===== src/rtl/tmc_consts.svh =====
/*
  Register offsets, field positions, reset values and prescaler taps for
  the timer channel mode configuration block.
  Assumes one 100 MHz system clock and an APB bus with 32-bit data.
*/
// Summary of operation
// - Channel 2 clock select: div 1,4,16,64, pins A,B,C, then div 1024.
// - Channel 2 clock select ignored while channel 2 is phase counting.
// - Channels 3,4 select: div 1,4,16,64,256,1024, then pins A and B.
// - Every clock select field resets to 000; channel 4 reads back only its bits 1-0.
// - Five eight-bit mode registers, reset to c0, kept over manual reset.
// - Mode bits 7 and 6 always read one; writes ignored.
// - Bit 5 set on channels 0,3,4 pairs B with D; D raises no events.
// - Bit 4 set on channels 0,3,4 pairs A with C; C raises no events.
// - Channels 1,2 pairing bits read zero and cannot be written.
// - Mode 0000 normal, 0010/0011 PWM 1/2, 0100-0111 phase count 1-4.
// - Mode 1000 reset-sync PWM; 1101/1110/1111 complementary PWM.
// - Channel 3 in reset-sync or complementary PWM drives channel 4.
// - Eight I/O control registers, cleared to 00, kept over manual reset.
// - First I/O register: bits 7-4 code for B, bits 3-0 for A.
// - Second I/O register: bits 7-4 code for D, bits 3-0 for C.
// - C or D in buffer pairing ignores its I/O code, except the initial level bit.
// - I/O code: output compare kinds, initial level, or capture edges.
`ifndef TMC_CONSTS_SVH
`define TMC_CONSTS_SVH

// Byte offsets, one word each
`define TMC_OFS_MODE0      12'h000
`define TMC_OFS_MODE1      12'h004
`define TMC_OFS_MODE2      12'h008
`define TMC_OFS_MODE3      12'h00c
`define TMC_OFS_MODE4      12'h010
`define TMC_OFS_IOAB0      12'h020
`define TMC_OFS_IOAB1      12'h024
`define TMC_OFS_IOAB2      12'h028
`define TMC_OFS_IOAB3      12'h02c
`define TMC_OFS_IOAB4      12'h030
`define TMC_OFS_IOCD0      12'h040
`define TMC_OFS_IOCD3      12'h044
`define TMC_OFS_IOCD4      12'h048
`define TMC_OFS_CKSEL      12'h060
`define TMC_OFS_STATUS     12'h064

// Field positions
`define TMC_BIT_BUF_B      5
`define TMC_BIT_BUF_A      4

// Reset values
`define TMC_MODE_RESET     8'hc0
`define TMC_MODE_FIXED     8'hc0
`define TMC_IO_RESET       8'h00
`define TMC_CKSEL_RESET    3'h0

// Prescaler taps (bit index of a 10-bit free-running count)
`define TMC_PRE_W          10
`define TMC_TAP_4          1
`define TMC_TAP_16         3
`define TMC_TAP_64         5
`define TMC_TAP_256        7
`define TMC_TAP_1024       9

`endif


===== src/rtl/tmc_pkg.sv =====
/*
  Types for the timer channel mode configuration block.
  Assumes tmc_consts.svh is included by the design that uses it.
*/
package tmc_pkg;

  // Decoded operating mode of one channel
  typedef enum logic [3:0] {
    TMC_NORMAL,
    TMC_PWM1,
    TMC_PWM2,
    TMC_PHASE1,
    TMC_PHASE2,
    TMC_PHASE3,
    TMC_PHASE4,
    TMC_RSYNC_PWM,
    TMC_CPWM_PEAK,
    TMC_CPWM_VALLEY,
    TMC_CPWM_BOTH,
    TMC_RESERVED
  } tmc_mode_t;

  // Decoded function of one general register
  typedef enum logic [2:0] {
    TMC_IO_OFF,
    TMC_IO_OUT0,
    TMC_IO_OUT1,
    TMC_IO_TOGGLE,
    TMC_IO_CAP_RISE,
    TMC_IO_CAP_FALL,
    TMC_IO_CAP_BOTH,
    TMC_IO_BUFFER
  } tmc_io_t;

endpackage


===== src/rtl/tmc_channel_cfg.sv =====
/*
  Mode, I/O control and clock select registers of a five-channel timer,
  with the count-pulse selection for channels 2, 3 and 4 and the decoded
  per-register functions handed to the counter core.
  Assumes an APB master on clk_sys, external count pins asynchronous to
  clk_sys, and a counter core that consumes the decoded outputs.
  reset_n stands for power-on reset or standby entry; a manual reset must
  not be routed here, so the registers keep their values through it.
*/
`include "tmc_consts.svh"

module tmc_channel_cfg
  import tmc_pkg::*;
(
  // Clock and reset
  input  wire logic        clk_sys,
  input  wire logic        reset_n,
  // APB slave
  input  wire logic        psel,
  input  wire logic        penable,
  input  wire logic        pwrite,
  input  wire logic [11:0] paddr,
  input  wire logic [31:0] pwdata,
  input  wire logic [3:0]  pstrb,
  output logic      [31:0] prdata,
  output logic             pready,
  output logic             pslverr,
  // External count pins
  input  wire logic        ext_count_pin_a,
  input  wire logic        ext_count_pin_b,
  input  wire logic        ext_count_pin_c,
  // Count pulses to the counter core, channels 2 to 4
  output logic      [2:0]  count_tick,
  // Decoded channel modes (channel 4 follows channel 3 when ganged)
  output tmc_mode_t        mode_ch [5],
  // Decoded register functions, A to D per channel
  output tmc_io_t          func_a [5],
  output tmc_io_t          func_b [5],
  output tmc_io_t          func_c [5],
  output tmc_io_t          func_d [5],
  // Initial pin level for output compare, A to D per channel
  output logic      [4:0]  init_lvl_a,
  output logic      [4:0]  init_lvl_b,
  output logic      [4:0]  init_lvl_c,
  output logic      [4:0]  init_lvl_d
);

  // ************************************************************
  // Decoding functions
  // ************************************************************
  function automatic tmc_mode_t dec_mode(input logic [3:0] code);
    unique case (code)
      4'h0:    dec_mode = TMC_NORMAL;
      4'h2:    dec_mode = TMC_PWM1;
      4'h3:    dec_mode = TMC_PWM2;
      4'h4:    dec_mode = TMC_PHASE1;
      4'h5:    dec_mode = TMC_PHASE2;
      4'h6:    dec_mode = TMC_PHASE3;
      4'h7:    dec_mode = TMC_PHASE4;
      4'h8:    dec_mode = TMC_RSYNC_PWM;
      4'hd:    dec_mode = TMC_CPWM_PEAK;
      4'he:    dec_mode = TMC_CPWM_VALLEY;
      4'hf:    dec_mode = TMC_CPWM_BOTH;
      default: dec_mode = TMC_RESERVED;
    endcase
  endfunction

  function automatic tmc_io_t dec_io(input logic [3:0] code,
                                     input logic       buffered);
    if (buffered) begin
      dec_io = TMC_IO_BUFFER;
    end else if (!code[3]) begin
      unique case (code[1:0])
        2'h0: dec_io = TMC_IO_OFF;
        2'h1: dec_io = TMC_IO_OUT0;
        2'h2: dec_io = TMC_IO_OUT1;
        2'h3: dec_io = TMC_IO_TOGGLE;
      endcase
    end else begin
      unique case (code[1:0])
        2'h0:    dec_io = TMC_IO_CAP_RISE;
        2'h1:    dec_io = TMC_IO_CAP_FALL;
        default: dec_io = TMC_IO_CAP_BOTH;
      endcase
    end
  endfunction

  function automatic logic is_gang(input logic [3:0] code);
    is_gang = (code == 4'h8) || (code >= 4'hd);
  endfunction

  // ************************************************************
  // Registers
  // ************************************************************
  logic [5:0] mode_q [5];
  logic [7:0] io_ab_q [5];
  logic [7:0] io_cd_q [5];
  logic [2:0] cksel_q [3];
  logic [2:0] pin_a_q, pin_b_q, pin_c_q;
  logic [2:0] pin_lvl_q;
  logic [`TMC_PRE_W-1:0] pre_q;
  logic [5:0] tap_q;
  logic [31:0] prdata_q;
  logic        pready_q;
  logic        pslverr_q;

  // APB decode; a write lands only at the edge that completes it
  wire        acc     = psel && !penable;
  wire        wr_set  = psel && penable && pready_q && pwrite && pstrb[0];
  wire [7:0]  wbyte   = pwdata[7:0];
  wire        hit_mode [5];
  wire        hit_ab   [5];
  wire        hit_cd   [5];
  wire        hit_ck   = (paddr == `TMC_OFS_CKSEL);
  wire        hit_st   = (paddr == `TMC_OFS_STATUS);
  localparam logic [11:0] MODE_OFS [5] = '{`TMC_OFS_MODE0, `TMC_OFS_MODE1,
    `TMC_OFS_MODE2, `TMC_OFS_MODE3, `TMC_OFS_MODE4};
  localparam logic [11:0] AB_OFS [5] = '{`TMC_OFS_IOAB0, `TMC_OFS_IOAB1,
    `TMC_OFS_IOAB2, `TMC_OFS_IOAB3, `TMC_OFS_IOAB4};
  localparam logic [11:0] CD_OFS [5] = '{`TMC_OFS_IOCD0, 12'hfff, 12'hfff,
    `TMC_OFS_IOCD3, `TMC_OFS_IOCD4};
  localparam logic FULL [5] = '{1'b1, 1'b0, 1'b0, 1'b1, 1'b1};

  // Per-channel read values
  wire [7:0] mode_rd [5];
  wire [7:0] cd_rd   [5];

  genvar g;
  generate
    for (g = 0; g < 5; g++) begin : g_ch
      assign hit_mode[g] = (paddr == MODE_OFS[g]);
      assign hit_ab[g]   = (paddr == AB_OFS[g]);
      assign hit_cd[g]   = FULL[g] && (paddr == CD_OFS[g]);
      // Upper two bits are constant ones
      assign mode_rd[g]  = `TMC_MODE_FIXED | {2'h0, mode_q[g]};
      assign cd_rd[g]    = FULL[g] ? io_cd_q[g] : 8'h00;

      always_ff @(posedge clk_sys) begin
        if (!reset_n) begin
          mode_q[g]  <= 6'(`TMC_MODE_RESET);
          io_ab_q[g] <= `TMC_IO_RESET;
          io_cd_q[g] <= `TMC_IO_RESET;
        end else begin
          if (wr_set && hit_mode[g]) begin
            // Short channels keep pairing bits at zero
            mode_q[g] <= FULL[g] ? wbyte[5:0]
                                 : {2'h0, wbyte[3:0]};
          end
          if (wr_set && hit_ab[g]) begin
            io_ab_q[g] <= wbyte;
          end
          if (wr_set && hit_cd[g]) begin
            io_cd_q[g] <= wbyte;
          end
        end
      end
    end
  endgenerate

  // Clock select: index 0..2 for channels 2..4
  generate
    for (g = 0; g < 3; g++) begin : g_ck
      always_ff @(posedge clk_sys) begin
        if (!reset_n) begin
          cksel_q[g] <= `TMC_CKSEL_RESET;
        end else if (wr_set && hit_ck) begin
          cksel_q[g] <= pwdata[3*g +: 3];
        end
      end
    end
  endgenerate

  // ************************************************************
  // Channel 4 ganging and decoded outputs
  // ************************************************************
  wire       gang34 = is_gang(mode_q[3][3:0]);
  // Channel 4 copies channel 3 settings while ganged
  wire [5:0] mode_eff [5];
  wire [7:0] ab_eff   [5];
  wire [7:0] cd_eff   [5];
  generate
    for (g = 0; g < 5; g++) begin : g_eff
      if (g == 4) begin : g_c4
        assign mode_eff[g] = gang34 ? mode_q[3] : mode_q[4];
        assign ab_eff[g]   = gang34 ? io_ab_q[3] : io_ab_q[4];
        assign cd_eff[g]   = gang34 ? io_cd_q[3] : io_cd_q[4];
      end else begin : g_cn
        assign mode_eff[g] = mode_q[g];
        assign ab_eff[g]   = io_ab_q[g];
        assign cd_eff[g]   = io_cd_q[g];
      end
    end
  endgenerate

  tmc_mode_t mode_d [5];
  tmc_io_t   fa_d [5], fb_d [5], fc_d [5], fd_d [5];
  logic [4:0] la_d, lb_d, lc_d, ld_d;
  generate
    for (g = 0; g < 5; g++) begin : g_dec
      wire buf_b = mode_eff[g][`TMC_BIT_BUF_B];
      wire buf_a = mode_eff[g][`TMC_BIT_BUF_A];
      assign mode_d[g] = dec_mode(mode_eff[g][3:0]);
      assign fa_d[g]   = dec_io(ab_eff[g][3:0], 1'b0);
      assign fb_d[g]   = dec_io(ab_eff[g][7:4], 1'b0);
      // Paired C/D act as buffers only and raise no events
      assign fc_d[g]   = FULL[g] ? dec_io(cd_eff[g][3:0], buf_a)
                                 : TMC_IO_OFF;
      assign fd_d[g]   = FULL[g] ? dec_io(cd_eff[g][7:4], buf_b)
                                 : TMC_IO_OFF;
      assign la_d[g]   = ab_eff[g][2];
      assign lb_d[g]   = ab_eff[g][6];
      assign lc_d[g]   = cd_eff[g][2];
      assign ld_d[g]   = cd_eff[g][6];
    end
  endgenerate

  // ************************************************************
  // Prescaler and count source selection
  // ************************************************************
  // Three-stage synchronisers; a change counts once stages 2 and 3 agree
  always_ff @(posedge clk_sys) begin
    if (!reset_n) begin
      pin_a_q   <= 3'h0;
      pin_b_q   <= 3'h0;
      pin_c_q   <= 3'h0;
      pin_lvl_q <= 3'h0;
    end else begin
      pin_a_q   <= {pin_a_q[1:0], ext_count_pin_a};
      pin_b_q   <= {pin_b_q[1:0], ext_count_pin_b};
      pin_c_q   <= {pin_c_q[1:0], ext_count_pin_c};
      pin_lvl_q <= {pin_c_q[2] == pin_c_q[1] ? pin_c_q[2] : pin_lvl_q[2],
                    pin_b_q[2] == pin_b_q[1] ? pin_b_q[2] : pin_lvl_q[1],
                    pin_a_q[2] == pin_a_q[1] ? pin_a_q[2] : pin_lvl_q[0]};
    end
  end
  wire [2:0] pin_rise = {pin_c_q[2] == pin_c_q[1] && pin_c_q[2]
                           && !pin_lvl_q[2],
                         pin_b_q[2] == pin_b_q[1] && pin_b_q[2]
                           && !pin_lvl_q[1],
                         pin_a_q[2] == pin_a_q[1] && pin_a_q[2]
                           && !pin_lvl_q[0]};

  // One free-running count, so switching taps never makes a runt pulse
  always_ff @(posedge clk_sys) begin
    if (!reset_n) begin
      pre_q <= '0;
      tap_q <= 6'h0;
    end else begin
      pre_q <= pre_q + 1'b1;
      tap_q <= {pre_q[`TMC_TAP_1024], pre_q[`TMC_TAP_256],
                pre_q[`TMC_TAP_64], pre_q[`TMC_TAP_16],
                pre_q[`TMC_TAP_4], 1'b0};
    end
  end
  // Tick on the falling edge of each tap bit: one per divided period
  wire [5:0] tap_now = {pre_q[`TMC_TAP_1024], pre_q[`TMC_TAP_256],
                        pre_q[`TMC_TAP_64], pre_q[`TMC_TAP_16],
                        pre_q[`TMC_TAP_4], 1'b0};
  wire [5:0] div_tick = {tap_q[5:1] & ~tap_now[5:1], 1'b1};

  wire phase2 = (mode_q[2][3:2] == 2'h1);
  wire tick2_sel [8] = '{div_tick[0], div_tick[1], div_tick[2],
    div_tick[3], pin_rise[0], pin_rise[1], pin_rise[2], div_tick[5]};
  wire tick34_sel [8] = '{div_tick[0], div_tick[1], div_tick[2],
    div_tick[3], div_tick[4], div_tick[5], pin_rise[0], pin_rise[1]};
  // Phase counting is clocked by the pins in the core, not by this select
  wire tick2 = phase2 ? 1'b0 : tick2_sel[cksel_q[0]];
  wire tick3 = tick34_sel[cksel_q[1]];
  wire [2:0] ck4 = gang34 ? cksel_q[1] : cksel_q[2];
  wire tick4 = tick34_sel[ck4];

  // ************************************************************
  // Read mux and registered outputs
  // ************************************************************
  logic [7:0] rd_byte;
  always_comb begin
    rd_byte = 8'h00;
    for (int i = 0; i < 5; i++) begin
      if (hit_mode[i]) rd_byte = mode_rd[i];
      if (hit_ab[i])   rd_byte = io_ab_q[i];
      if (hit_cd[i])   rd_byte = cd_rd[i];
    end
    if (hit_ck) rd_byte = {cksel_q[2][1:0], cksel_q[1], cksel_q[0]};
    if (hit_st) rd_byte = {7'h00, gang34};
  end
  logic mapped;
  always_comb begin
    mapped = hit_ck || hit_st;
    for (int i = 0; i < 5; i++) begin
      mapped = mapped || hit_mode[i] || hit_ab[i] || hit_cd[i];
    end
  end

  // No wait state: answer in the cycle after setup
  always_ff @(posedge clk_sys) begin
    if (!reset_n) begin
      prdata_q  <= 32'h0000_0000;
      pready_q  <= 1'b0;
      pslverr_q <= 1'b0;
    end else begin
      pready_q  <= acc;
      pslverr_q <= acc && !mapped;
      prdata_q  <= (acc && !pwrite && mapped) ? {24'h0, rd_byte} : 32'h0;
    end
  end
  assign prdata  = prdata_q;
  assign pready  = pready_q;
  assign pslverr = pslverr_q;

  always_ff @(posedge clk_sys) begin
    if (!reset_n) begin
      count_tick <= 3'h0;
      init_lvl_a <= 5'h00;
      init_lvl_b <= 5'h00;
      init_lvl_c <= 5'h00;
      init_lvl_d <= 5'h00;
      for (int i = 0; i < 5; i++) begin
        mode_ch[i] <= TMC_NORMAL;
        func_a[i]  <= TMC_IO_OFF;
        func_b[i]  <= TMC_IO_OFF;
        func_c[i]  <= TMC_IO_OFF;
        func_d[i]  <= TMC_IO_OFF;
      end
    end else begin
      count_tick <= {tick4, tick3, tick2};
      init_lvl_a <= la_d;
      init_lvl_b <= lb_d;
      init_lvl_c <= lc_d;
      init_lvl_d <= ld_d;
      for (int i = 0; i < 5; i++) begin
        mode_ch[i] <= mode_d[i];
        func_a[i]  <= fa_d[i];
        func_b[i]  <= fb_d[i];
        func_c[i]  <= fc_d[i];
        func_d[i]  <= fd_d[i];
      end
    end
  end

endmodule


===== config.mk =====
export PLATFORM = sky130hd
export DESIGN_NAME = tmc_channel_cfg
export DESIGN_NICKNAME = d
export VERILOG_FILES = /design/src/rtl/tmc_pkg.sv /design/src/rtl/tmc_channel_cfg.sv
export VERILOG_INCLUDE_DIRS = /design/src /design/src/rtl
export SDC_FILE = /design/constraint.sdc
export NUM_CORES = 1
export LEC_CHECK = 0
export BUFFER_PORTS_ARGS = -buffer_cell sky130_fd_sc_hd__buf_2
export CAP_MARGIN = 25
export CORE_MARGIN = 4
export CORE_UTILIZATION = 50
export DETAILED_ROUTE_END_ITERATION = 7
export GPL_TIMING_DRIVEN = 0
export PLACE_DENSITY = 0.81
export RECOVER_POWER = 25
export SYNTH_ARGS = -nofsm -noshare
export SYNTH_HDL_FRONTEND = slang
export SYNTH_SLANG_ARGS = --single-unit

===== constraint.sdc =====
create_clock -name clk_sys -period 3.76 [get_ports clk_sys]
set_input_delay 0.752 -clock clk_sys [delete_from_list [all_inputs] [get_ports clk_sys]]
set_output_delay 0.752 -clock clk_sys [all_outputs]
set_load 0.01 [all_outputs]

==> Word level (Yosys, flattened, before mapping) <==
Memories as Yosys holds them, arrays and structs flattened. A register that Yosys moved wholly into a read port is not among the register bits.
Index checks and enable logic that the tools add are counted.
{ "totals": {"romBits": 320, "output_inout_bits": 137, "mem_count": 9, "in_bits": 56, "reg_bits": 144, "mem_bits_rw": 119, "word_cells": 360} }
{ "classes": {"addsub": 1, "n_eq_ne": 67, "n_bitwise": 23, "order_cmp": 4, "n_mux": 141, "reduce_logical": 76} }
{ "mem_list": {"columns": ["memory", "words", "width", "rd", "rd_clocked_by_memory_dff", "write_ports", "line", "text"], "rows": [
  ["(no name shown)", 16, 4, 1, 1, 0, "tmc_channel_cfg.sv:52", "unique case (code)"],
  ["(no name shown)", 16, 4, 1, 1, 0, "tmc_channel_cfg.sv:52", null],
  ["(no name shown)", 16, 4, 1, 1, 0, "tmc_channel_cfg.sv:52", null],
  ["(no name shown)", 16, 4, 1, 1, 0, "tmc_channel_cfg.sv:52", null],
  ["(no name shown)", 16, 4, 1, 1, 0, "tmc_channel_cfg.sv:52", null],
  ["io_ab_q", 5, 8, 5, 0, 5, "tmc_channel_cfg.sv:96", "logic [7:0] io_ab_q [5];"],
  ["3 more memories", null, null, null, null, null, null, null]
]} }
{ "op_table": {"columns": ["op", "n"], "rows": [
  ["8-bit 2-to-1 mux", 24],
  ["3-bit case mux with 4 select lines", 16],
  ["3-bit 2-to-1 mux", 26],
  ["2-bit equality test (second input constant)", 32],
  ["2-bit case mux with 2 select lines", 16],
  ["12-bit by 6-bit equality test with 1-bit output (second input constant)", 5],
  ["12-bit by 7-bit equality test with 1-bit output (second input constant)", 5],
  ["1-bit 2-to-1 mux", 50],
  ["6-bit 2-to-1 mux", 6],
  ["2-bit by 1-bit equality test with 1-bit output (second input constant)", 17],
  ["2-bit logical NOT", 16],
  ["1-bit logical AND", 28],
  ["12-bit by 4-bit equality test with 1-bit output (second input constant)", 2],
  ["4-bit greater-or-equal comparator (second input constant)", 4],
  ["1-bit OR", 16],
  ["1-bit logical OR", 15],
  ["1-bit logical NOT", 13],
  ["12-bit by 3-bit equality test with 1-bit output (second input constant)", 1],
  ["12-bit by 5-bit equality test with 1-bit output (second input constant)", 1],
  ["12-bit logical NOT", 1],
  ["3-bit inverter with 4-bit output", 3],
  ["10-bit by 1-bit adder with 10-bit output (second input constant)", 1],
  ["1-bit binary-select mux with 3-bit select", 3],
  ["5-bit bitwise AND", 1],
  ["7 further kinds", 10]
]} }

==> Longest topological paths before layout <==
Gate-level depths: netlist (run 1).
{ "depth": {"word_depth": 18, "depth_mapped": 10, "mapped_depth_nobuf": 10} }

==> Worst setup path after synthesis (run 1) <==
Ideal clock, no wire load.
{ "synth_timing": {"kind": "input -> register", "startpoint": "in paddr[2]", "endpoint": "mem cksel_q[0][0], enable pin", "t_required_ns": 3.373, "stages": 6, "path_buffers": 2, "slack_ns": 0.882, "arrival_ns": 2.491, "setup_time_ns": 0.387, "cell_sequence": "buf_6 -> nor2_2 -> nand3_2 -> or3_1 -> buf_2 -> o21ai_0"} }
{ "synth_rtl": {"columns": ["element", "line", "text"], "rows": [
  ["start: declaration", "tmc_channel_cfg.sv:22", "input wire logic [11:0] paddr,"],
  ["end: declaration", "tmc_channel_cfg.sv:98", "logic [2:0] cksel_q [3];"]
]} }

==> results.txt, run 1 <==
The first detailed-routing pass ran for 5 iterations. 0 antenna diodes ended up in the layout. The end point of the most critical hold path is pre_q[0]$_SDFF_PN0_. The worst register-to-register path ends at mode_ch[1]$_SDFF_PN0_. Setup repair after global routing left no endpoint under its margin. After clock tree synthesis, the setup repair step added 0 buffers. The Yosys warning count is 0. The global router's overall resource usage came out at 27.3%.

The endpoint arrival time on the critical path is 3580 ps. The run finished with clean final reports. Measured along the x axis, the die boundary spans 150 um. Synthesis produced 960 cells.

Port buffering added 125 buffers. For this run, asynchronously set or reset flops after synthesis account for 0%. Overall power consumption after layout is estimated at 5.44 mW.

The flip-flop and latch count after synthesis came out at 223. The pin slew with the least headroom to its limit is between 1000 and 1500 ps. The count of nets after finishing came out at about 1,200. Once detailed placement completed, the half-perimeter wirelength came to 22.8 mm. The via count of the first global-routing pass came to 7,827. After floorplanning, the core was sized to cover 19,600 sq um.

Routability-driven placement finished with a final weighted congestion of 0.999. The synthesized area came out at 10,000 sq um. The later-pin clock latency in the skew report came out at just over 500 ps. The number of slew-limit violations in the final report is 0. Cells fill between 60% and 70% of the core in the end. The achievable clock frequency is about 0.31 GHz. After clock tree synthesis, the clock-pin slew on the worst setup and hold paths is roughly 60 ps.

The count of final hold-check violations came out at 0. The part of the cycle the worst path needs is 85.3%. The hold buffer count at CTS came out at 0.

The top cell types in the final layout, fill and taps aside, are 124 x sky130_fd_sc_hd__dfxtp_1, 116 x sky130_fd_sc_hd__and2_1, 107 x sky130_fd_sc_hd__buf_2, 99 x sky130_fd_sc_hd__edfxtp_1, 77 x sky130_fd_sc_hd__nor2_1. In this run the power density over the cells is 455 nW/um^2. Dividing the synthesized area by the synthesized cell count gives 10.4 sq um. The floorplan die area is ~22,000 sq um. Leaving out fill and tap cells, the most frequent cell in the layout is sky130_fd_sc_hd__dfxtp_1. The critical path in this run is classified as flip-flop to flip-flop. For this configuration, the core starts out at a cell density of between 50 and 60%. The deepest level of the CTS H-tree came out at 1.

The worst clock skew is 8.61 ps. The primary flip-flop cell chosen by synthesis mapping is sky130_fd_sc_hd__dfxtp_1. After detailed routing, the average wire length per cell comes to approximately 22 um. Yosys mapped a number of flops with a built-in enable equal to between 90 and 100. The number of antenna violations at the first check in global routing is 0.

The residual DRC count came out at 0. Subtracting the final worst setup slack from the clock period gives about 3200 ps. STA classifies the critical path endpoint as a flip-flop.

The post-detailed-route count of antenna-violating nets came out at 0. Clock tree synthesis selected as its root buffer the cell sky130_fd_sc_hd__clkbuf_16. The post-cts sizing count came out at 0. The post-route netlist has 18.4% of its cells at a drive strength greater than 1. The tool flagged a number of max-cap violations equal to 0. The height of the chip is 150 um. Fill cells in the final layout number around 1,700. The startpoint of the lowest-slack hold path is pre_q[0]$_SDFF_PN0_. The startpoint identified for the worst register-to-register timing path is mode_q[3][0]$_SDFFCE_PN0P_. The worst-case IR drop observed on VDD is 226 uV. The wire length of the first global-routing pass is 46.3 mm.

The number of rows in the core area is 51. The number of unique standard cell types used by synthesis came out at 72. The worst-case reg-to-reg path depth is 8. Setup violations remaining at the end of the flow were counted as 0. The tightest min-delay check is of the flip-flop to flip-flop type. The vias per cell is 5.54.

The worst endpoint required time came out at 4130 ps. The startpoint class of the critical path is a flip-flop. The count of cells along the worst hold path came out at 1. Along the worst path, the maximum fanout reaches 10. For this block, the routed nets add up to slightly above 30 mm of wire. For this run, the register share of the synthesized area comes to 54.5%. The initial detailed-routing violation count is 925. The pin count of the biggest net entering global routing came out at 15.

In this run the static leakage power is 4.98 nW. No sink is reached through more buffers than the 3 on the longest clock path. The total via count after detailed routing came out at 7,995. The aggregate global routing overflow is 0. The number of buffers added by the clock tree synthesis step is 24. The final total negative setup slack came out at 0 ps. The layout overhead on the synthesized area came out at 19.2%. TritonCTS built the clock tree. The clock net sink count came out at 223. The number of top-level pins is between 150 and 200. The worst-case register-to-register setup slack is 550 ps. Headroom to the max-slew limit came out at between 30 and 40%.
[cells in the mapped netlist (22+ instances only)]
library cell                 n  area, sq um
sky130_fd_sc_hd__dfxtp_1   124         2480
sky130_fd_sc_hd__mux2i_1    28          280
sky130_fd_sc_hd__inv_1      22         82.6
sky130_fd_sc_hd__nor3_1     27          135
sky130_fd_sc_hd__nand2_1    68          255
sky130_fd_sc_hd__edfxtp_1   99         2970
sky130_fd_sc_hd__o21ai_0    32          160
sky130_fd_sc_hd__buf_4      43          323
sky130_fd_sc_hd__and2_1    135          845
sky130_fd_sc_hd__clkbuf_1   30          113
sky130_fd_sc_hd__nor2_1     77          289
sky130_fd_sc_hd__a21oi_1    38          190
[worst max path at each step]
stage                                     from                     endpoint
floorplan                             paddr[2]  cksel_q[0][0]$_SDFFCE_PN0P_
global placement                      paddr[9]  io_cd_q[3][6]$_SDFFCE_PN0P_
detailed placement                    paddr[9]  io_cd_q[4][7]$_SDFFCE_PN0P_
CTS                 mode_q[3][0]$_SDFFCE_PN0P_        mode_ch[1]$_SDFF_PN0_
global route        mode_q[3][0]$_SDFFCE_PN0P_        mode_ch[1]$_SDFF_PN0_
finish              mode_q[3][0]$_SDFFCE_PN0P_        mode_ch[1]$_SDFF_PN0_
[layer usage]
layer / vias to the layer above / GRT usage (%) / share of wire [%]
li1: 3684 / - / -
met5: - / 0 / 0
met1: 3765 / 37.9 / 42
met4: 0 / 9.84 / 3.7
met2: 476 / 41.9 / 44
met3: 70 / 6.54 / 11
[where the power goes]
| part | internal, mW | switching (mW) |
|---|---|---|
| registers | 2.60 | 0.0433 |
| logic | 0.146 | 0.278 |
| clock network | 1.41 | 0.960 |
[cells by family (layout without fill, tap and decap cells)]
kind of cell | after synthesis | count (layout) | share of synthesized area, %
simple gates | 399 | 399 | 21.8
flops | 223 | 223 | 54.5
compound gates | 161 | 161 | 10.7
buf+inv | 115 | 293 | 6.25
mux | 34 | 34 | 3.70
fa+ha+maj | 18 | 18 | 2.25
xor+xnor | 9 | 9 | 0.787
other cells | 1 | 40 | 0.0374
[sequential cells by signal, summed over array words and instances, names as in the netlist, 5 cells and up]
signal and cells:
func_b 15, mode_ch 20, func_d 9, cksel_q 9
tap_q 5, io_ab_q 40, mode_q 26, func_c 9
prdata 8, pre_q 10, init_lvl_b 5, io_cd_q 24
init_lvl_a 5, func_a 15
[per-stage QoR]
stage	hold slack, ps	setup WS, ps	area [sq um]	instances
6_report	440	553	11900	1442
5_1_grt	457	368	11900	1442
4_1_cts	427	625	12000	1438
3_5_place_dp	425	321	11200	1394
3_3_place_gp	420	219	11100	1389
2_1_floorplan	412	882	10200	999
[layout make-up]
| class | instances | area, sq um | share of cell area (%) |
|---|---|---|---|
| buffer | 92 | 539 | 4.52 |
| tap | 265 | 332 | 2.78 |
| clock buffer | 30 | 674 | 5.65 |
| sequential | 223 | 5460 | 45.7 |
| inverter | 23 | 86.3 | 0.723 |
| multi-input combinational | 661 | 4080 | 34.2 |
| timing repair buffer | 134 | 638 | 5.35 |
| clock inverter | 14 | 130 | 1.09 |
[critical path: stages, from the launching register on]
cell and delay (ps):
sky130_fd_sc_hd__edfxtp_1 470, sky130_fd_sc_hd__inv_1 100, sky130_fd_sc_hd__ha_1 260, sky130_fd_sc_hd__o211ai_1 830
sky130_fd_sc_hd__clkbuf_1 490, sky130_fd_sc_hd__mux2i_1 380, sky130_fd_sc_hd__ha_1 300, sky130_fd_sc_hd__o21ai_0 170
sky130_fd_sc_hd__a31oi_1 60
(Power assumes the default switching activity.)
==> run 2: changes to the inputs <==
CORE_UTILIZATION = 40   (was 50)
PLACE_DENSITY = 0.69   (was 0.81)
==> run 2 against run 1 <==
Critical path depth stayed put; the flow now finishes with violations (DRC); critical endpoint unchanged; sequential share of layout area decreased by 0.27 points; register-to-register slack improved by 60 ps; worst hold slack hardly changed; sequential cell count unchanged; via count shrank 0.63%; setup slack improved by 58 ps; first-iteration DRC count is 20% lower.
==> results.txt, run 2 (synthesis results as in run 1) <==
The pin slew with the least headroom to its limit came out at 1050 ps (+33.9 ps). The largest fanout on the critical path was 10 (unchanged). The worst-case reg-to-reg path depth came out at 8 (unchanged). The vias per cell came out at 5.28 (-4.7%). The critical path goes through inv_1 > ha_1 > o211ai_1 > clkbuf_1 > mux2i_1 > ha_1 > o21ai_0 > a31oi_1.

The number of slew-limit violations in the final report is 0 (unchanged). The share of power burned in the clock network came to 43.7% (about the same). The combined buffer and inverter count along the critical path is 2 (unchanged). The number of buffers added by the clock tree synthesis step came out at 25 (+4.2%). The combinational share of power is 7.8% (about the same). In the layout the commonest cells are 124 x sky130_fd_sc_hd__dfxtp_1, 114 x sky130_fd_sc_hd__and2_1, 103 x sky130_fd_sc_hd__buf_2, 99 x sky130_fd_sc_hd__edfxtp_1, 77 x sky130_fd_sc_hd__nor2_1. The worst voltage drop across the vdd grid is 271 uV (+20%). The classification of the worst-slack hold path is input pin to flip-flop. The starting utilization of the core area came to 40.9% (-10 points). The detail-routed net length per standard cell is 21.5 um (about the same). In this design, the largest share of critical-path delay is due to compound AO/OA/AOI/OAI gates.

The number of buffers on the longest clock path came out at 3 (unchanged). The post-cts sizing count is 0 (unchanged). The total leakage power came to 4.96 nW (-0.35%). The count of nets after finishing is 1,234 (+0.081%). Among all stages on the critical path, the largest delay is contributed by sky130_fd_sc_hd__o211ai_1. The part of the cycle the worst path needs came out at 83.7% (-1.5 points). The length of the first detailed-routing pass in iterations is 8 (+3). The final design utilization is 49.1% (-12 points). The buffers inserted during post-CTS setup optimization is 0 (unchanged). The most numerous cell type found on the critical path is sky130_fd_sc_hd__ha_1. The largest register by flop count is io_ab_q. The total area of multi-input combinational cells came to 4080 sq um (unchanged). The endpoint arrival time on the critical path is 3530 ps (-50 ps). The area growth from synthesis to layout is 19.9%. The flow ran to the end, but the final reports show violations. The number of cells on the critical path is 8 (unchanged).

The half-perimeter wire length after placement came out at 24.0 mm (+5.3%). The headroom to the max-slew limit is 29.9% (-2.3 points). The worst endpoint required time is 4140 ps (about the same). The time the worst path needs with I/O delays and setup was 3150 ps (-58.2 ps).

The setup violation total in the final timing report is 0 (unchanged). The final total negative setup slack is 0 ps (unchanged). The endpoint of the worst setup timing path is mode_ch[1]$_SDFF_PN0_. Setup repair after global routing left no endpoint under its margin. The number of top-level pins came out at 193 (unchanged). The sequential fraction of design power came to 48.5% (about the same).

In the final layout, the registers with the most flip-flops are io_ab_q (40), mode_q (26), io_cd_q (24). The number of buffer cells added on primary ports came out at 125 (unchanged). The number of flip-flops in the largest register came out at 40 (unchanged). The die width is 166 um (+11%). The fraction of final layout cells sized beyond drive strength 1 came to 18.3% (-0.10 points). STA classifies the critical path startpoint as a flip-flop. The switching share of power came out at 24.7% (+1.1 points). The critical path startpoint is mode_q[3][1]$_SDFFCE_PN0P_. The placeable core area came to 24,500 sq um (+25%).

The residual DRC count was 2 (+2). The via count of the first global-routing pass came out at 7,762 (-0.83%). The critical path in this run is classified as flip-flop to flip-flop.

The count of final hold-check violations came out at 0 (unchanged). CTS placed an instance of sky130_fd_sc_hd__clkbuf_16 at the clock tree root. The endpoint identified for the worst register-to-register timing path is mode_ch[1]$_SDFF_PN0_. The achievable clock frequency came out at 0.318 GHz (+1.8%).

The overall power is 5.44 mW (+0.12%). The number of violations of the max-capacitance limit is 0 (unchanged). The global placer's final weighted congestion is 0.989 (-1.1%). The wire length of the first global-routing pass is 48.6 mm (+5.0%). The switching power came out at 1.34 mW (+4.9%).

The pin count of the biggest net entering global routing came out at 16 (+1). The global router's overall resource usage was 22.8% (-4.5 points). The floorplan die area is 27,600 sq um (+24%). The startpoint identified for the worst register-to-register timing path is mode_q[3][1]$_SDFFCE_PN0P_. The leading cell type in the layout, fill and taps excluded is sky130_fd_sc_hd__dfxtp_1.

The hold buffer count at CTS is 0 (unchanged). The total via count after detailed routing came out at 7,945 (-0.63%). The post-detailed-route count of antenna-violating nets was 0 (unchanged). TritonCTS built the clock tree. The clock net sink count is 223 (unchanged). The height of the chip is 166 um (+11%). The number of antenna violations at the first check in global routing is 0 (unchanged). The sequential standard cell area is 5460 sq um (unchanged).

The power per unit of standard cell area is 453 nW/um^2 (-0.47%). The worst-case register-to-register setup slack is 610 ps (+60 ps). The aggregate global routing overflow came out at 0 (unchanged). The clock-pin transition on the worst setup and hold timing paths was 60 ps (about the same).

The critical path capture point type is a flip-flop. The final hold slack came out at 439 ps (-0.149 ps). The number of rows in the core area is 57 (+12%). The delay of the slowest cell on the worst path is 860 ps (+30 ps). The worst clock skew came out at 9.68 ps (+1.06 ps).

The deepest level of the CTS H-tree was 1 (unchanged). The later-pin clock latency in the skew report came out at 520 ps (about the same). The checks that failed: DRC. The cell-internal power came out at 4.10 mW (-1.3%).

The initial detailed-routing violation count was 742 (-20%). The total length of routed wires was 32.4 mm (+4.4%). The fill cell total of the finished layout is 2,286 (+38%).
run 2: per-layer routing:
layer / vias to the layer above / track usage, % / part of all wire, %
met3: 58 / 4.78 / 9.2
met2: 393 / 34.4 / 43
met5: - / 0 / 0
met4: 0 / 6.44 / 2.5
li1: 3696 / - / -
met1: 3798 / 33.2 / 45
run 2: cell type report:
type,count,area share (%)
Clock inverter,15,0.844
Multi-Input combinational cell,661,34.0
Tap cell,324,3.38
Clock buffer,30,5.89
Antenna cell,2,0.0417
Buffer,92,4.49
Timing Repair Buffer,134,5.21
Inverter,23,0.719
Sequential cell,223,45.4
run 2: stage by stage:
| stage | setup WS [ps] | cells | cell area [sq um] |
|---|---|---|---|
| 2_1_floorplan | 882 | 999 | 10200 |
| 3_3_place_gp | 166 | 1448 | 11200 |
| 3_5_place_dp | 424 | 1456 | 11200 |
| 4_1_cts | 672 | 1501 | 12000 |
| 5_1_grt | 481 | 1502 | 12000 |
| 6_report | 611 | 1504 | 12000 |
run 2: worst min path at each step:
stage	start	end	slack, ps	cells past startpoint
after floorplan	pin_a_q[0]$_SDFF_PN0_	pin_a_q[1]$_SDFF_PN0_	410	1
after global placement	pin_b_q[0]$_SDFF_PN0_	pin_b_q[1]$_SDFF_PN0_	420	1
after detailed placement	pin_b_q[0]$_SDFF_PN0_	pin_b_q[1]$_SDFF_PN0_	420	1
after CTS	penable	pready$_SDFF_PN0_	420	2
after global routing	penable	pready$_SDFF_PN0_	440	2
final	ext_count_pin_a	pin_a_q[0]$_SDFF_PN0_	440	2
run 2: power by group through the flow:
stage | sequential, mW | combinational (mW) | clock [mW]
final | 2.64 | 0.426 | 2.38
after global routing | 2.65 | 0.459 | 2.51
after CTS | 2.64 | 0.424 | 2.40
after detailed placement | 2.69 | 0.422 | 0
after global placement | 2.69 | 0.414 | 0
after floorplan | 2.69 | 0.234 | 0
==> run 3: changes to the inputs <==
ABC_AREA = 1   (was default)
clock period = 2.95 ns   (was 3.76 ns; I/O delays follow)
==> run 3 against run 2 <==
The flow now finishes without violations; non-clock buffer count is 16 lower; register-to-register slack worse by 400 ps; total power grew 23%; clock power increased by 22%; critical endpoint unchanged; highest routed layer unchanged.
==> results.txt, run 3 <==
sky130_fd_sc_hd__nand2_1 is the most common cell in the netlist. The count of final hold-check violations came out at 0 (unchanged). The half-perimeter wire length after placement came out at 21.8 mm (-9.3%). In the final layout, the registers with the most flip-flops are io_ab_q (40), mode_q (26), io_cd_q (24). The total length of routed wires came to 29.2 mm (-9.8%). The pin count of the biggest net entering global routing was 15 (-1).

The average cell area after synthesis came out at 8.70 sq um (-17%). The worst voltage drop across the vdd grid is 318 uV (+17%). The clock root buffer is sky130_fd_sc_hd__clkbuf_16.

The height of the chip came to 165 um (-0.63%). The detail-routed net length per standard cell came out at 17.4 um (-19%). The synthesized instance count came out at 1,136 (+18%). The worst endpoint required time is 3340 ps (-800 ps). The endpoint arrival time on the critical path is 3140 ps (-390 ps). The fraction of final layout cells sized beyond drive strength 1 came out at 14.2% (-4.2 points). The number of buffer cells added on primary ports is 126 (+0.80%).

The sequential standard cell area came out at 5460 sq um (unchanged). The part of the cycle the worst path needs is 93.0% (+9.3 points). Leaving out fill and tap cells, the most frequent cells in the layout are 175 x sky130_fd_sc_hd__nand2_1, 169 x sky130_fd_sc_hd__inv_1, 156 x sky130_fd_sc_hd__nor2_1, 124 x sky130_fd_sc_hd__dfxtp_1, 105 x sky130_fd_sc_hd__clkbuf_1. The hold buffer count at CTS came out at 0 (unchanged).

The number of antenna violations at the first check in global routing came to 1 (+1). The number of buffers on the longest clock path is 3 (unchanged). The layout overhead on the synthesized area came out at 19.2%. In the post-synthesis netlist, the biggest area contributors are sky130_fd_sc_hd__edfxtp_1 30%, sky130_fd_sc_hd__dfxtp_1 25%, sky130_fd_sc_hd__nand2_1 6.6%. The buffers inserted during post-CTS setup optimization came out at 0 (unchanged).

The wire length of the first global-routing pass is 44.0 mm (-9.5%). The area fraction of the dominant cell type after synthesis came out at 30.1% (+0.40 points). The number of buffers added by the clock tree synthesis step came out at 24 (-4.0%). The detailed-routed wire length on met2 is 13.3 mm (-5.2%). The synthesized design spends more area on one cell type than any other, namely sky130_fd_sc_hd__edfxtp_1.

The TritonCTS clock tree is done. The later-pin clock latency in the skew report is 520 ps (about the same). The achievable clock frequency was 0.364 GHz (+15%). The number of top-level pins came out at 193 (unchanged). The setup violation total in the final timing report is 0 (unchanged). The starting utilization of the core area is 40.6% (-0.31 points). The time the worst path needs with I/O delays and setup is 2740 ps (-405 ps). The worst setup path is of the flip-flop to flip-flop kind.

The power per unit of standard cell area is 569 nW/um^2 (+25%). The total via count after detailed routing came out at 8,265 (+4.0%). The floorplan die area was 27,300 sq um (-1.3%).

The length of the first detailed-routing pass in iterations is 5 (-3). The number of unique standard cell types used by synthesis came out at 43 (-40%). The global placer's final weighted congestion is 0.968 (-2.1%). The worst setup path is launched from a flip-flop. The deepest level of the CTS H-tree is 1 (unchanged). The fraction of registers with async set/reset is 0% (unchanged).

The initial detailed-routing violation count is 731 (-1.5%). The vias per cell came out at 4.92 (-6.8%). The met3 routed wirelength came out at 2.38 mm (-21%). The final total negative setup slack is 0 ps (unchanged).

Signal routing reaches up to met4. The overall power came out at 6.70 mW (+23%). The synthesized area is 9880 sq um (-1.3%). The wire length on met1 is 12.6 mm (-13%). The pin slew with the least headroom to its limit is 939 ps (-108 ps). The primary flip-flop cell chosen by synthesis mapping is sky130_fd_sc_hd__dfxtp_1.

The final design utilization is 48.4% (-0.63 points). The library cell used most frequently in the layout, excluding fill and tap cells, is sky130_fd_sc_hd__nand2_1. The number of slew-limit violations in the final report came out at 0 (unchanged). The critical path capture point type is a flip-flop. Ranked by instance count, the synthesized netlist is headed by 175 x sky130_fd_sc_hd__nand2_1, 169 x sky130_fd_sc_hd__inv_1, 156 x sky130_fd_sc_hd__nor2_1. The final instance area came out at 11,800 sq um (-1.9%). The number of violations of the max-capacitance limit is 0 (unchanged). The headroom to the max-slew limit came to 36.7% (+6.9 points). The post-detailed-route count of antenna-violating nets came to 0 (unchanged). The global router's overall resource usage is 21.1% (-1.6 points).

The residual DRC count is 0 (-2). The via count of the first global-routing pass came out at 7,967 (+2.6%). The post-cts sizing count was 0 (unchanged). The number of rows in the core area is 57 (unchanged).

The number of enable-type register cells in the synthesized netlist came out at 99 (unchanged). The worst clock skew came out at 15.9 ps (+6.18 ps). The flip-flop and latch count after synthesis is 223 (unchanged). The placeable core area came to 24,300 sq um (-0.58%).

The fill cell total of the finished layout was 2,424 (+6.0%). Setup repair after global routing left no endpoint under its margin. The total area of multi-input combinational cells came out at 3410 sq um (-16%). The aggregate global routing overflow came out at 0 (unchanged).

More flip-flops sit in one register than any other, and that register is io_ab_q. The part of the Yosys area used for sequential elements is 55.2% (+0.73 points). The number of flip-flops in the largest register is 40 (unchanged). The clock-pin transition on the worst setup and hold timing paths was 70 ps (about the same). The clock net sink count is 223 (unchanged).

The Yosys warning count came to 0 (unchanged). The largest fanout on the critical path is 10 (unchanged). The count of nets after finishing is 1,410 (+14%). The post-place instance area came to 11,100 sq um (-1.2%). The total leakage power came out at 5.31 nW (+7.1%). The classification of the worst-slack hold path is input pin to flip-flop. The die width came out at 165 um (-0.63%). The flow ran to the end, and the final reports show no timing, DRC or antenna violations.
==> run 3: area by class of cell <==
cell class	instances	share of cell area, %
clock buffers	29	5.52
inverters	189	6.02
repair buffers	135	4.97
multi-input cells	688	29.0
clock inverters	15	0.913
diodes	1	0.0212
plain buffers	75	3.85
flip-flops and latches	223	46.3
well taps	324	3.44
==> run 3: logic make-up (layout without fill, tap and decap cells) <==
family	count (synthesis)	after routing	synth area share, %
AOI/OAI and AO/OA	192	192	10.8
adders and majority gates	18	18	2.28
buffers and inverters	264	443	11.8
DFF	223	223	55.2
other	1	41	0.0379
muxes	5	5	0.506
and+or+nand+nor	432	432	19.3
xor gates and xnor gates	1	1	0.0886
==> run 3: worst paths after layout <==
kind,start,endpoint,slack (ps),depth (start not counted)
min,ext_count_pin_b,pin_b_q[0]$_SDFF_PN0_,270,3
max reg2reg,mode_q[3][0]$_SDFFCE_PN0P_,mode_ch[1]$_SDFF_PN0_,210,11
max,mode_q[3][0]$_SDFFCE_PN0P_,mode_ch[1]$_SDFF_PN0_,210,11
min reg2reg,pin_a_q[0]$_SDFF_PN0_,pin_a_q[1]$_SDFF_PN0_,420,2
==> run 3: stage by stage <==
stage	hold slack [ps]	setup slack, ps	std cells
after floorplan	390	433	1175
after global placement	403	-415	1625
after detailed placement	414	-338	1632
after CTS	258	65.2	1676
after global routing	266	25.8	1679
final	267	206	1679
==> run 3: where the power goes <==
group          internal [mW]  total [mW]  switching (mW)
Combinational          0.136       0.445           0.310
Sequential              3.31        3.36          0.0471
Clock                   1.67        2.90            1.23
Total                   5.11        6.70            1.59
==> run 3: critical path, cell delays in order (launching register included) <==
cell                       delay (ps)
sky130_fd_sc_hd__edfxtp_1         500
sky130_fd_sc_hd__inv_1            150
sky130_fd_sc_hd__ha_1             180
sky130_fd_sc_hd__inv_1             50
sky130_fd_sc_hd__o211ai_1         240
sky130_fd_sc_hd__nand2_2          230
sky130_fd_sc_hd__buf_2            270
sky130_fd_sc_hd__clkbuf_2         250
sky130_fd_sc_hd__o21ai_1          240
sky130_fd_sc_hd__ha_1             280
sky130_fd_sc_hd__o21ai_0          160
sky130_fd_sc_hd__nor2_1            70
==> run 3: routing by layer <==
metal  vias up  track usage, %
met1      3837            29.1
met5         -               0
met4         0            7.15
li1       3988               -
met3        61            3.10
met2       379            34.3
